File: config.mk
export PLATFORM = sky130hd
export DESIGN_NAME = rrf_remote_reply
export DESIGN_NICKNAME = d
export VERILOG_FILES = /design/src/rtl/rrf_pkg.sv /design/src/rtl/rrf_remote_reply.sv /design/src/rtl/rrf_reply_enc.sv
export SDC_FILE = /design/constraint.sdc
export NUM_CORES = 1
export LEC_CHECK = 0
export BUFFER_PORTS_ARGS = -buffer_cell sky130_fd_sc_hd__buf_2
export CORE_AREA = 3 3 272 274
export CTS_CLUSTER_DIAMETER = 120
export CTS_CLUSTER_SIZE = 16
export DETAILED_ROUTE_END_ITERATION = 8
export DIE_AREA = 0 0 275 277
export HOLD_SLACK_MARGIN = 0.03
export PLACE_DENSITY = 0.42
export SYNTH_ARGS = -nofsm -noshare
export SYNTH_HDL_FRONTEND = slang
export SYNTH_SLANG_ARGS = --single-unit
File: constraint.sdc
create_clock -name I_CLK_SYS -period 20.3 [get_ports I_CLK_SYS]
set_input_delay 3.045 -clock I_CLK_SYS [delete_from_list [all_inputs] [get_ports I_CLK_SYS]]
set_output_delay 3.045 -clock I_CLK_SYS [all_outputs]
set_load 0.03 [all_outputs]
File: src/rtl/rrf_pkg.sv
// constants for the remote reply and fault readout block
// assumes a single system clock and documented remote word numbering
// Operation
// - fault snapshot words follow history selector
// - execute request loads each enabled queued slot reply
// - zero reply normal, nonzero on failure
// - read data loaded only on normal completion
// - results go to words 2,10,12,14,16,18
// - normal coded H0000 or H00
// - write mode error coded H0001/H01
// - parameter selection error coded H0002/H02
// - setting range error coded H0003/H03
// - split format out-of-range command gives H03
// - selector zero 16-bit, else split bytes
// - torque upper nibble, frequency lower nibble
// - split: command low byte, instruction high
// - run primary then slots, then done flag
// - HFFFF disables queued slot; primary always runs
package rrf_pkg;
  // ------------------------------------------------------------
  // word numbers and codes
  // ------------------------------------------------------------
  localparam int NUM_SLOTS = 5;
  localparam logic [7:0] WORD_PRIMARY_REPLY = 8'h02;
  localparam logic [7:0] WORD_PRIMARY_READ = 8'h03;
  localparam logic [7:0] WORD_SNAP_FREQ = 8'h09;
  localparam logic [7:0] WORD_SNAP_CURR = 8'h0A;
  localparam logic [7:0] WORD_SNAP_VOLT = 8'h0B;
  localparam logic [7:0] WORD_SNAP_TIME = 8'h0C;
  localparam logic [7:0] WORD_QUEUE_BASE = 8'h10;
  localparam logic [7:0] WORD_QUEUE_LAST = 8'h19;
  localparam logic [15:0] CODE_DISABLED = 16'hFFFF;
  localparam logic [1:0] RES_NORMAL = 2'h0;
  localparam logic [1:0] RES_MODE_ERR = 2'h1;
  localparam logic [1:0] RES_SEL_ERR = 2'h2;
  localparam logic [1:0] RES_RANGE_ERR = 2'h3;
  localparam logic [7:0] FMT_NO_TORQUE_A = 8'h0E;
  localparam logic [7:0] FMT_NO_TORQUE_B = 8'h12;
  localparam logic [15:0] RESET_WORD = 16'h0000;
  typedef enum {ST_IDLE, ST_ISSUE, ST_WAIT, ST_DONE} rrf_state_t;
endpackage : rrf_pkg

File: src/rtl/rrf_remote_reply.sv
// read-side remote register logic: fault snapshots and instruction replies
// assumes the drive core answers each issued instruction with a done pulse
`timescale 1ns/10ps
module rrf_remote_reply #(
  parameter int HIST_DEPTH = 8
) (
  input wire logic I_CLK_SYS,
  input wire logic I_RST,
  // master side flags and words
  input wire logic i_instruction_execute_request,
  input wire logic i_freq_write_ram_request,
  input wire logic i_freq_write_nv_request,
  input wire logic [15:0] i_fault_history_selector,
  input wire logic [15:0] i_primary_instruction,
  input wire logic [15:0] i_queued_instruction_slot [rrf_pkg::NUM_SLOTS],
  input wire logic [7:0] i_reply_format_selector,
  output logic o_instruction_done_flag,
  // word read port
  input wire logic [7:0] i_read_word,
  output logic [15:0] o_read_data,
  // drive core: instruction execution
  output logic o_exec_start,
  output logic [15:0] o_exec_code,
  output logic [2:0] o_exec_slot,
  input wire logic i_exec_done,
  input wire logic [1:0] i_exec_result,
  input wire logic [15:0] i_exec_data,
  // drive core: command results
  input wire logic i_cmd_done,
  input wire logic [1:0] i_freq_result,
  input wire logic [1:0] i_torque_result,
  input wire logic i_torque_active,
  // fault history storage
  input wire logic [15:0] i_hist_freq [HIST_DEPTH],
  input wire logic [15:0] i_hist_curr [HIST_DEPTH],
  input wire logic [15:0] i_hist_volt [HIST_DEPTH],
  input wire logic [15:0] i_hist_time [HIST_DEPTH]
);
  // ------------------------------------------------------------
  // state
  // ------------------------------------------------------------
  rrf_pkg::rrf_state_t state;
  logic [2:0] slot;
  logic [15:0] primary_instr_reply;
  logic [15:0] primary_read;
  logic [7:0] cmd_reply;
  logic [15:0] q_reply [rrf_pkg::NUM_SLOTS];
  logic [15:0] q_read [rrf_pkg::NUM_SLOTS];
  logic [15:0] snap [4];
  logic req_d;
  logic split;
  logic [15:0] enc_word;
  logic [2:0] next_slot;
  logic [15:0] cur_code;
  logic freq_req;
  logic req_edge;
  logic exec_fin;
  logic exec_ok;
  logic [15:0] next_read_data;

  assign split = (i_reply_format_selector != 8'h00);
  // either frequency request routes the command reply onto word 2
  assign freq_req = i_freq_write_ram_request || i_freq_write_nv_request;
  assign req_edge = i_instruction_execute_request && !req_d;
  assign exec_fin = (state == rrf_pkg::ST_WAIT) && i_exec_done;
  assign exec_ok = exec_fin && (i_exec_result == rrf_pkg::RES_NORMAL);

  function automatic logic [15:0] slot_code(input logic [2:0] s,
                                            input logic [15:0] p,
                                            input logic [15:0] q [rrf_pkg::NUM_SLOTS]);
    if (s == 3'h0) begin
      return p;
    end
    return q[s - 3'h1];
  endfunction : slot_code

  // ------------------------------------------------------------
  // word decode helpers
  // ------------------------------------------------------------
  // queued words come in pairs, reply then read data, one pair per slot
  function automatic logic [2:0] queue_index(input logic [7:0] w);
    logic [7:0] offs;
    offs = w - rrf_pkg::WORD_QUEUE_BASE;
    return offs[3:1];
  endfunction : queue_index

  function automatic logic word_in(input logic [7:0] w,
                                   input logic [7:0] lo,
                                   input logic [7:0] hi);
    return (w >= lo) && (w <= hi);
  endfunction : word_in

  // skip disabled queued slots
  always_comb begin
    next_slot = 3'h6;
    for (int k = rrf_pkg::NUM_SLOTS; k >= 1; k--) begin
      if (k > slot && i_queued_instruction_slot[k - 1] != rrf_pkg::CODE_DISABLED) begin
        next_slot = 3'(k);
      end
    end
  end

  assign cur_code = slot_code(slot, i_primary_instruction, i_queued_instruction_slot);

  rrf_reply_enc u_enc (
    .i_result(i_exec_result),
    .i_split(split),
    .o_word(enc_word)
  );

  // ------------------------------------------------------------
  // sequencer
  // ------------------------------------------------------------
  always_ff @(posedge I_CLK_SYS or posedge I_RST) begin
    if (I_RST) begin
      req_d <= 1'b0;
    end else begin
      req_d <= i_instruction_execute_request;
    end
  end

  // request edges seen outside idle are dropped, not queued
  always_ff @(posedge I_CLK_SYS or posedge I_RST) begin
    if (I_RST) begin
      state <= rrf_pkg::ST_IDLE;
    end else begin
      case (state)
        rrf_pkg::ST_IDLE: begin
          if (req_edge) begin
            state <= rrf_pkg::ST_ISSUE;
          end
        end
        rrf_pkg::ST_ISSUE: state <= rrf_pkg::ST_WAIT;
        rrf_pkg::ST_WAIT: begin
          if (i_exec_done) begin
            if (next_slot > 3'(rrf_pkg::NUM_SLOTS)) begin
              state <= rrf_pkg::ST_DONE;
            end else begin
              state <= rrf_pkg::ST_ISSUE;
            end
          end
        end
        rrf_pkg::ST_DONE: state <= rrf_pkg::ST_IDLE;
        default: state <= rrf_pkg::ST_IDLE;
      endcase
    end
  end

  // ------------------------------------------------------------
  // slot pointer and done flag
  // ------------------------------------------------------------
  always_ff @(posedge I_CLK_SYS or posedge I_RST) begin
    if (I_RST) begin
      slot <= 3'h0;
    end else if (state == rrf_pkg::ST_IDLE && req_edge) begin
      slot <= 3'h0;
    end else if (exec_fin && next_slot <= 3'(rrf_pkg::NUM_SLOTS)) begin
      slot <= next_slot;
    end
  end

  // done flag stands until the master drops its request
  always_ff @(posedge I_CLK_SYS or posedge I_RST) begin
    if (I_RST) begin
      o_instruction_done_flag <= 1'b0;
    end else if (state == rrf_pkg::ST_DONE) begin
      o_instruction_done_flag <= 1'b1;
    end else if (state == rrf_pkg::ST_IDLE
                 && (!i_instruction_execute_request || req_edge)) begin
      o_instruction_done_flag <= 1'b0;
    end
  end

  always_ff @(posedge I_CLK_SYS or posedge I_RST) begin
    if (I_RST) begin
      o_exec_start <= 1'b0;
      o_exec_code <= rrf_pkg::RESET_WORD;
      o_exec_slot <= 3'h0;
    end else begin
      o_exec_start <= (state == rrf_pkg::ST_ISSUE);
      if (state == rrf_pkg::ST_ISSUE) begin
        o_exec_code <= cur_code;
        o_exec_slot <= slot;
      end
    end
  end

  // ------------------------------------------------------------
  // reply and read data capture
  // ------------------------------------------------------------
  // reply words take every result code, normal or not
  always_ff @(posedge I_CLK_SYS or posedge I_RST) begin
    if (I_RST) begin
      primary_instr_reply <= rrf_pkg::RESET_WORD;
    end else if (exec_fin && slot == 3'h0) begin
      primary_instr_reply <= enc_word;
    end
  end

  // read data keeps its old value unless the instruction ended normally
  always_ff @(posedge I_CLK_SYS or posedge I_RST) begin
    if (I_RST) begin
      primary_read <= rrf_pkg::RESET_WORD;
    end else if (exec_ok && slot == 3'h0) begin
      primary_read <= i_exec_data;
    end
  end

  always_ff @(posedge I_CLK_SYS or posedge I_RST) begin
    if (I_RST) begin
      for (int k = 0; k < rrf_pkg::NUM_SLOTS; k++) begin
        q_reply[k] <= rrf_pkg::RESET_WORD;
      end
    end else if (exec_fin && slot != 3'h0) begin
      q_reply[slot - 3'h1] <= enc_word;
    end
  end

  always_ff @(posedge I_CLK_SYS or posedge I_RST) begin
    if (I_RST) begin
      for (int k = 0; k < rrf_pkg::NUM_SLOTS; k++) begin
        q_read[k] <= rrf_pkg::RESET_WORD;
      end
    end else if (exec_ok && slot != 3'h0) begin
      q_read[slot - 3'h1] <= i_exec_data;
    end
  end

  // frequency / torque command reply byte
  always_ff @(posedge I_CLK_SYS or posedge I_RST) begin
    if (I_RST) begin
      cmd_reply <= 8'h00;
    end else if (i_cmd_done && freq_req) begin
      if (i_torque_active && i_reply_format_selector != rrf_pkg::FMT_NO_TORQUE_A
          && i_reply_format_selector != rrf_pkg::FMT_NO_TORQUE_B) begin
        cmd_reply <= {2'h0, i_torque_result, 2'h0, i_freq_result};
      end else begin
        cmd_reply <= {6'h00, i_freq_result};
      end
    end
  end

  // ------------------------------------------------------------
  // fault snapshot, selector low byte beyond stored depth leaves it unchanged
  // ------------------------------------------------------------
  always_ff @(posedge I_CLK_SYS or posedge I_RST) begin
    if (I_RST) begin
      for (int k = 0; k < 4; k++) begin
        snap[k] <= rrf_pkg::RESET_WORD;
      end
    end else begin
      for (int h = 0; h < HIST_DEPTH; h++) begin
        if (i_fault_history_selector[7:0] == 8'(h)) begin
          snap[0] <= i_hist_freq[h];
          snap[1] <= i_hist_curr[h];
          snap[2] <= i_hist_volt[h];
          snap[3] <= i_hist_time[h];
        end
      end
    end
  end

  // ------------------------------------------------------------
  // word read mux, registered
  // ------------------------------------------------------------
  // unmapped words read as zero
  always_comb begin
    next_read_data = rrf_pkg::RESET_WORD;
    if (i_read_word == rrf_pkg::WORD_PRIMARY_REPLY) begin
      if (split) begin
        next_read_data = {primary_instr_reply[7:0], cmd_reply};
      end else if (freq_req) begin
        next_read_data = {14'h0000, cmd_reply[1:0]};
      end else begin
        next_read_data = primary_instr_reply;
      end
    end else if (i_read_word == rrf_pkg::WORD_PRIMARY_READ) begin
      next_read_data = primary_read;
    end else if (word_in(i_read_word, rrf_pkg::WORD_SNAP_FREQ, rrf_pkg::WORD_SNAP_TIME)) begin
      next_read_data = snap[2'(i_read_word - rrf_pkg::WORD_SNAP_FREQ)];
    end else if (word_in(i_read_word, rrf_pkg::WORD_QUEUE_BASE, rrf_pkg::WORD_QUEUE_LAST)) begin
      if (i_read_word[0]) begin
        next_read_data = q_read[queue_index(i_read_word)];
      end else begin
        next_read_data = q_reply[queue_index(i_read_word)];
      end
    end
  end

  // registered so the master sees a settled word one cycle after the select
  always_ff @(posedge I_CLK_SYS or posedge I_RST) begin
    if (I_RST) begin
      o_read_data <= rrf_pkg::RESET_WORD;
    end else begin
      o_read_data <= next_read_data;
    end
  end
endmodule : rrf_remote_reply

File: src/rtl/rrf_reply_enc.sv
// reply word encoder for one executed instruction
// assumes result codes from the drive core
`timescale 1ns/10ps
module rrf_reply_enc (
  input wire logic [1:0] i_result,
  input wire logic i_split,
  output logic [15:0] o_word
);
  // ------------------------------------------------------------
  // encode
  // ------------------------------------------------------------
  always_comb begin
    if (i_split) begin
      o_word = {14'h0000, i_result};
    end else begin
      o_word = {14'h0000, i_result};
    end
  end
endmodule : rrf_reply_enc

# Word level (Yosys, flattened, before mapping)
# Index checks and enable logic that the tools add are counted.
# Widths: inputs -> output; s select.
# totals
ff_bits,323
latch_bits,0
ramBits,0
mem_bits_ro,0
in_bits,670
out_inout_bits,37
elab_cells,153
n_memories,0
# classes
addsub,3
multipliers,0
div,0
magnitude_cmp,15
n_eq_ne,23
shift,0
mux,48
n_bitwise,3
reduce_logical,36
# op_table
op,n
$mux 64,8
$mux 16,16
$bwmux 80,2
$bmux 16 s3,3
$pmux 32 s3,1
$ne 16x16->1 const B,5
$eq 32x2->1 const B,2
$eq 32x3->1 const B,2
$logic_not 32->1,2
$mux 32,2
$demux 16 s3,1
$bmux 16 s2,1
$eq 32x1->1 const B,1
$eq 8x2->1 const B,4
$eq 8x3->1 const B,4
$logic_and 1x1->1,21
$mux 3,6
$reduce_bool 8->1,2
$mux 10,1
$eq 8x1->1 const B,1
$ge 4x4->1 const B,2
$ge 8x4->1 const B,1
$ge 8x5->1 const B,1
$le 8x4->1 const B,1
27 further kinds,38

# Longest topological paths before layout
# Gate-level depths: netlist (run 1).
# logic_depth
depth_word,11
depth_mapped,11
depth_no_buf,7

# Hierarchy
# Synthesis (run 1) repeated with hierarchy kept, for this count alone.
# hier_totals
cells_unflattened,1690
hier_area_um2,18456.5
# modules_own_cells
mod,instances,cells_per_inst,area_each_um2,seq_area_each_um2
rrf_remote_reply,1,1673,18332.6,7582.3
rrf_reply_enc,1,17,123.9,0.0

# Least setup slack after synthesis (run 1)
# No wires, ideal clock.
# synth_timing
path_kind,input to register
startpoint,input i_read_word[1]
endpoint,register o_read_data[14]
setup_ns,0.132
t_arrival_ns,5.533
required_ns,20.168
path_slack_ns,14.635
stages,10
n_path_buf,5
cell_sequence,buf_2 buf_2 buf_2 inv_1 ha_1 clkbuf_1 clkbuf_1 mux4_2 a222oi_1 nor2_1
# synth_between
elab_chain_len,10
word_cells_on_any_way,26
classes_between,add/sub: 2; order compare: 4; eq/ne: 2; mux: 14; bitwise: 2; reduce/logical: 2
# synth_rtl
item,line,source
from (decl),rrf_remote_reply.sv:19,"input wire logic [7:0] i_read_word,"
$sub 4x1->4,rrf_remote_reply.sv:83,offs = w - rrf_pkg::WORD_QUEUE_BASE;
$not 3->4 (implied by the code),"rrf_remote_reply.sv:283, rrf_remote_reply.sv:285",
"$bmux 16 s3, on equally long branches","rrf_remote_reply.sv:285, rrf_remote_reply.sv:283",
"$mux 16, on equally long branches (2 in a row)","rrf_remote_reply.sv:285, rrf_remote_reply.sv:283",
$mux 16,rrf_remote_reply.sv:282,if (i_read_word[0]) begin
$mux 16,rrf_remote_reply.sv:281,"end else if (word_in(i_read_word, rrf_pkg::WORD_QUEUE_BASE, rrf_pkg::WORD_QUEUE_LAST)) begin"
$mux 16,rrf_remote_reply.sv:279,"end else if (word_in(i_read_word, rrf_pkg::WORD_SNAP_FREQ, rrf_pkg::WORD_SNAP_TIME)) begin"
$mux 16,rrf_remote_reply.sv:277,end else if (i_read_word == rrf_pkg::WORD_PRIMARY_READ) begin
$mux 16 *,rrf_remote_reply.sv:269,if (i_read_word == rrf_pkg::WORD_PRIMARY_REPLY) begin
named net next_read_data[14],rrf_remote_reply.sv:59,logic [15:0] next_read_data;
to (signal assigned),rrf_remote_reply.sv:293,o_read_data <= rrf_pkg::RESET_WORD;
to (signal assigned),rrf_remote_reply.sv:295,o_read_data <= next_read_data;
to (decl),rrf_remote_reply.sv:20,"output logic [15:0] o_read_data,"
# The timed path passes the listed nets; every way through them passes the cells marked *. The select of a mux whose other input is x is not followed.
# A chain may end at the register's enable or synchronous reset.

# Worst setup path after layout (run 1)
# layout_timing
startpoint,input i_read_word[0]
endpoint,register o_read_data[1]
# The elaborated chain is that of the path after synthesis.

==> implementation parameters, run 1 <==
Parameter                              Value

Route
  Drt first-iter violations    1,478
  Wire length per cell after detailed routing    26.16 um
  Total wirelength of the detailed-routed design    85,440 um
  Pre-antenna DRT Iters    7
  Vias per cell    5.223
  Vias after detailed routing    17,060
  Total DRC errors in the routed layout    0
  Remaining number of nets flagged by the antenna check after routing    0

Placed design
  Placed cell count    3,226
  HPWL Detailed    66,800 um
  Placer congestion estimate    0.9504
  Number of buffer cells added on primary ports    698

Clock tree
  Post-CTS Setup Bufs    0
  TritonCTS clock tree    yes
  Post-cts repair resize count    0
  Number of buffers between clock root and the deepest sink    3
  Clk pin slew, worst setup/hold paths    0.07 ns
  Worst-skew pair later-pin latency    0.53 ns
  Cell chosen for the clock root    clkbuf_16
  Clock Sinks    219
  Number of H-tree levels    1
  Cts bufs inserted    18
  Total of hold buffers inserted after clock tree synthesis    0

Min path
  Worst hold stages    1
  HP Start    o_exec_code[15]
  Path category of the worst min-delay check    flip-flop to flip-flop

Power and ir drop
  Power density normalized to cell area    79.45 nW/um^2
  Max rail drop VDD    0.04936 mV
  Static power due to leakage    9.324 nW

Global routing
  Vias in the first global route    17,390
  Number of antenna violations at the first check in global routing    31
  First-pass GRT wire length    121,900 um
  GRT Resource Usage Total    0.2135
  Aggregate global routing overflow    0
  Pin count of the biggest net entering global routing    120

Floorplanning
  Std-Cell Rows    98
  Area of the core    71,610 sq um
  Floorplan die height    277 um
  Overall die area    76,180 sq um
  Starting density of the core    0.2144
  Horizontal extent of the die    275 um
  I/O pins    707

Job
  Max Cap Viol    0

STA
  Final number of hold-violating endpoints    0
  RSZ-0062 raised after global routing    no
  Final setup TNS    0 ns
  Shortest period the worst path allows    5.735 ns
  Fraction of the cycle the final worst path needs    0.2825
  Measured slew at the worst slew-check pin    1.317 ns
  Fmax    174.4 MHz
  Fin Clk Skew    0.01709 ns
  Max-slew headroom    0.1204
  Max-slew violation count    0
  Final count of negative-setup-slack endpoints    0

Yosys
  Net count after synthesis    2,396
  Top_reg_cell synth    dfrtp_1
  Flip-flop and latch count after synthesis    219
  Number of distinct library cells after synthesis    64
  EDFF count, synth    0
  Async set-or-reset flop fraction in the synthesized netlist    1.000
  Ranking of synthesized cells by area    dfrtp_1, mux2_2, o22ai_1, o21ai_0, mux4_2
  Top cell type's share of synthesized area    0.3569
  Cells after synthesis    1,718
  Netlist area before placement    15,350 sq um
  Mean Syn Cell Area    8.937 sq um
  Part of the Yosys area used for sequential elements    0.3569
  Number of warnings printed during yosys synthesis    0
  Biggest area consumer among synthesized cells    dfrtp_1

Cells and area
  Fraction of layout instances using a drive strength above 1    0.4058
  Final layout net count    2,974
  Commonest non-fill, non-tap cell in the layout    buf_2
  Finished Layout Cells    3,266
  Most used cells in the layout excluding fill and tap cells    buf_2, dfrtp_1, o22ai_1, nand2_1, o21ai_0
  Area added between synthesis and finish    31.11%

Critical path
  Data required time at the worst endpoint    20.67 ns
  Setup crit start kind    input pin
  Worst path slowest cell    ha_1
  Launch instance of the worst register-to-register path    slot[0]
  Worst setup path class    input pin to flip-flop
  Start point of the critical path    i_read_word[0]
  Largest stage delay, worst path    1.01 ns
  Critical path, cell by cell    buf_2 -> inv_1 -> ha_1 -> mux4_2 -> a22o_1 -> a31oi_1 -> a21oi_1
  Worst-case reg-to-reg path depth    7
  CP Capture Type    flip-flop
  Max FO, Critical Path    24
  Data arrival time at the worst-slack endpoint    6.10 ns

Status
  Status    finished clean
==> cell families (layout without fill, tap and decap cells) <==
kind of cell	after synthesis	in the layout	synth area share
flops	219	219	0.3569
simple gates	336	336	0.09991
fa+ha+maj	8	8	0.006520
other cells	0	17	0
xor+xnor	2	2	0.001141
mux	152	152	0.1309
compound gates	770	770	0.3427
buf+inv	231	812	0.06193
==> through the flow <==
stage	cell area (sq um)	setup WS (ns)	hold slack, ns	utilization	total power, mW
2_1_floorplan	15350	11.26	0.4432	-	1.001
3_3_place_gp	19590	13.88	0.4601	0.2735	1.260
3_5_place_dp	19590	13.85	0.4604	0.2735	1.271
4_1_cts	20090	14.41	0.4782	0.2805	1.625
5_1_grt	20130	14.28	0.4988	0.2811	1.704
6_report	20130	14.57	0.4737	0.2811	1.599
==> state kept, by name (all words and copies together), names as in the netlist <==
signal	count
q_read	80
snap	64
o_exec_code	16
o_read_data	16
primary_read	16
q_reply	10
cmd_reply	4
o_exec_slot	3
slot	3
primary_instr_reply	2
state	2
o_exec_start	1
o_instruction_done_flag	1
req_d	1
==> final timing paths <==
check                                           to  slack [ns]
min reg2reg                        o_exec_code[15]        0.47
max in group asynchronous               q_read[47]       16.18
max                                 o_read_data[1]       14.57
min                                o_exec_code[15]        0.47
min in group asynchronous  o_instruction_done_flag        2.60
max reg2reg                             q_read[59]       17.11
==> layer usage <==
layer,part of all wire,global-route usage,vias up
met3,0.060,0.02755,98
li1,-,-,7818
met5,0.00073,0,-
met4,0.018,0.03913,10
met2,0.51,0.3853,740
met1,0.41,0.2722,8393
==> worst max-delay path: cells and delay by family <==
kind | cells | cell delay [ns]
multiplexers | 1 | 0.51
buffers and inverters | 2 | 0.93
AO/OA/AOI/OAI | 3 | 0.57
adder cells (fa/ha/maj) | 1 | 1.01
==> cell type report <==
| cell class | count | area [sq um] |
|---|---|---|
| tap | 950 | 1189 |
| timing repair buffer | 724 | 3706 |
| fill | 7875 | 51480 |
| sequential | 219 | 5480 |
| clock buffer | 19 | 454.2 |
| clock inverter | 4 | 46.29 |
| antenna | 17 | 42.54 |
| inverter | 65 | 251.5 |
| multi-input combinational | 1268 | 8961 |
==> synth_stat cells (3+ instances only) <==
cell type,count
dfrtp_1,219
buf_1,14
o41ai_1,3
mux2_2,100
mux4_2,28
nand2_1,136
a21o_1,20
o21ai_0,127
nand3_1,9
a21oi_2,30
a22oi_1,36
clkbuf_1,117
o22ai_1,152
nor2b_1,14
nand4_1,20
o31ai_1,18
o22a_1,3
a21oi_1,99
inv_1,64
buf_6,6
a221oi_1,48
ha_1,8
and2_1,5
a311oi_1,17
buf_2,28
nor4_1,5
a21boi_0,54
o221a_2,8
nor3_2,4
a222oi_1,26
o221ai_1,10
mux2_1,10
a22o_1,17
a31oi_1,52
a2bb2oi_1,9
o2bb2ai_1,5
a211oi_1,19
mux2i_1,14
or3_1,4
nor2_1,110
nand2b_1,9
o31a_1,12
==> report_power, final <==
group          total (mW)  leakage (nW)  internal, mW  switching [mW]
clock               0.342         0.245         0.163           0.179
sequential          0.641          2.84         0.552          0.0891
combinational       0.616          6.23         0.268           0.349
(Power assumes the default switching activity.)
==> inputs of run 2 (changes only) <==
==> constraint.sdc (replaced) <==
create_clock -name I_CLK_SYS -period 5.8 [get_ports I_CLK_SYS]
set_input_delay 0.87 -clock I_CLK_SYS [delete_from_list [all_inputs] [get_ports I_CLK_SYS]]
set_output_delay 0.87 -clock I_CLK_SYS [all_outputs]
set_load 0.03 [all_outputs]
==> run 2 against run 1 <==
  * First-iteration DRC count fell by 8.5%
  * Sequential share of layout area fell by 0.062 points
  * Clock skew rose by 0.0095 ns
  * Non-clock buffer count rose by 2
  * Combinational power rose to 3.5 times the previous value
  * Worst setup slack got worse by 12 ns
  * Die area did not move
  * Largest power group unchanged
==> implementation parameters, run 2 (same netlist as run 1, synthesis figures left out) <==
Parameter                              Value

Critical path
  Max FO, Critical Path    102
  Worst setup path class    input pin to flip-flop
  Worst Path Buf+Inv    2
  Worst-case register-to-register setup slack    2.59 ns
  Data arrival time at the worst-slack endpoint    3.64 ns
  CP Capture Type    flip-flop
  Largest stage delay, worst path    1.08 ns
  Cell family with most CP delay    buffers and inverters
  Critical path, cell by cell    clkbuf_8 -> clkinv_1 -> a21boi_0 -> o31a_1 -> o221a_1 -> o31ai_1
  Worst path slowest cell    clkinv_1
  Setup crit start kind    input pin
  Data required time at the worst endpoint    6.17 ns

Floorplanning
  Starting density of the core    0.2144
  Std-Cell Rows    98
  Floorplan die height    277 um
  Area of the core    71,610 sq um
  Horizontal extent of the die    275 um
  Overall die area    76,180 sq um
  I/O pins    707

Power and ir drop
  Post-route total power    5.614 mW
  Static power due to leakage    9.342 nW
  Max rail drop VDD    0.1886 mV
  Power density normalized to cell area    278.2 nW/um^2

Clock tree
  TritonCTS clock tree    yes
  Number of buffers between clock root and the deepest sink    3
  Worst-skew pair later-pin latency    0.53 ns
  Clock Sinks    219
  Post-cts repair resize count    0
  Total of hold buffers inserted after clock tree synthesis    0
  Cts bufs inserted    18
  Clk pin slew, worst setup/hold paths    0.08 ns
  Cell chosen for the clock root    clkbuf_16
  Number of H-tree levels    1
  Post-CTS Setup Bufs    0

Global routing
  Aggregate global routing overflow    0
  First-pass GRT wire length    122,800 um
  Pin count of the biggest net entering global routing    206
  Vias in the first global route    17,680
  GRT Resource Usage Total    0.2140
  Number of antenna violations at the first check in global routing    29

Route
  Pre-antenna DRT Iters    6
  Wire length per cell after detailed routing    26.23 um
  Remaining number of nets flagged by the antenna check after routing    0
  Vias per cell    5.253
  Drt first-iter violations    1,353
  Total wirelength of the detailed-routed design    85,730 um
  Vias after detailed routing    17,170
  Total DRC errors in the routed layout    0

STA
  Shortest period the worst path allows    3.264 ns
  Fraction of the cycle the final worst path needs    0.5628
  Final setup TNS    0 ns
  Max-slew violation count    0
  Fin Clk Skew    0.02664 ns
  Final number of hold-violating endpoints    0
  Max-slew headroom    0.1607
  Fmax    306.4 MHz
  Final count of negative-setup-slack endpoints    0
  RSZ-0062 raised after global routing    no
  Measured slew at the worst slew-check pin    1.256 ns

Placed design
  Placer congestion estimate    0.9168
  Number of buffer cells added on primary ports    698
  HPWL Detailed    66,860 um

Cells and area
  Largest Register    q_read
  Fraction of layout instances using a drive strength above 1    0.4063
  Largest regs    q_read (80), snap (64)
  Area added between synthesis and finish    31.42%
  Flip-flop count of the largest register, all copies and words added    80
  Final layout net count    2,976
  Commonest non-fill, non-tap cell in the layout    buf_2
  Most used cells in the layout excluding fill and tap cells    buf_2, dfrtp_1, o22ai_1, nand2_1, o21ai_0

Job
  Max Cap Viol    0

Status
  Status    finished clean

Min path
  Path category of the worst min-delay check    flip-flop to flip-flop
[run 2: cell count changes in the layout (fill, tap and decap cells not counted), sizes merged]
cell      previous run  this run
clkinvlp             0         1
buf                723       725
inv                 64        63
[run 2: path summary, 6_finish.rpt]
check,startpoint,end,cells after the start
max,i_fault_history_selector[1],snap[38],6
min,o_exec_code[5],o_exec_code[5],1
max reg2reg,slot[0],q_read[44],8
min reg2reg,o_exec_code[5],o_exec_code[5],1
max in group asynchronous,I_RST,q_read[3],3
min in group asynchronous,I_RST,o_exec_slot[1],2
[run 2: final cells by class]
type / count / area [sq um]
Fill cell: 7895 / 51430
Multi-Input combinational cell: 1268 / 8959
Sequential cell: 219 / 5480
Timing Repair Buffer: 726 / 3759
Tap cell: 950 / 1189
Clock buffer: 19 / 454.2
Inverter: 65 / 247.7
Clock inverter: 4 / 46.29
Antenna cell: 17 / 42.54
[run 2: report_power, final]
| group | internal, mW | switching, mW | total, mW |
|---|---|---|---|
| clock network | 0.570 | 0.620 | 1.19 |
| logic | 0.939 | 1.23 | 2.17 |
| registers | 1.93 | 0.321 | 2.25 |
[run 2: per-layer routing]
layer	GRT usage	share of wire
met5	0	0.00069
met4	0.04347	0.020
met3	0.03188	0.061
met2	0.3812	0.51
met1	0.2725	0.41
[run 2: per-stage QoR]
stage,setup slack [ns],instances,area (sq um),util,hold slack (ns)
floorplan,2.076,1718,15360,-,0.4432
global placement,2.006,3228,19630,0.2742,0.4579
detailed placement,1.903,3228,19630,0.2742,0.4604
CTS,2.477,3251,20130,0.2812,0.4418
global route,2.271,3266,20170,0.2817,0.4554
finish,2.536,3268,20180,0.2818,0.4764
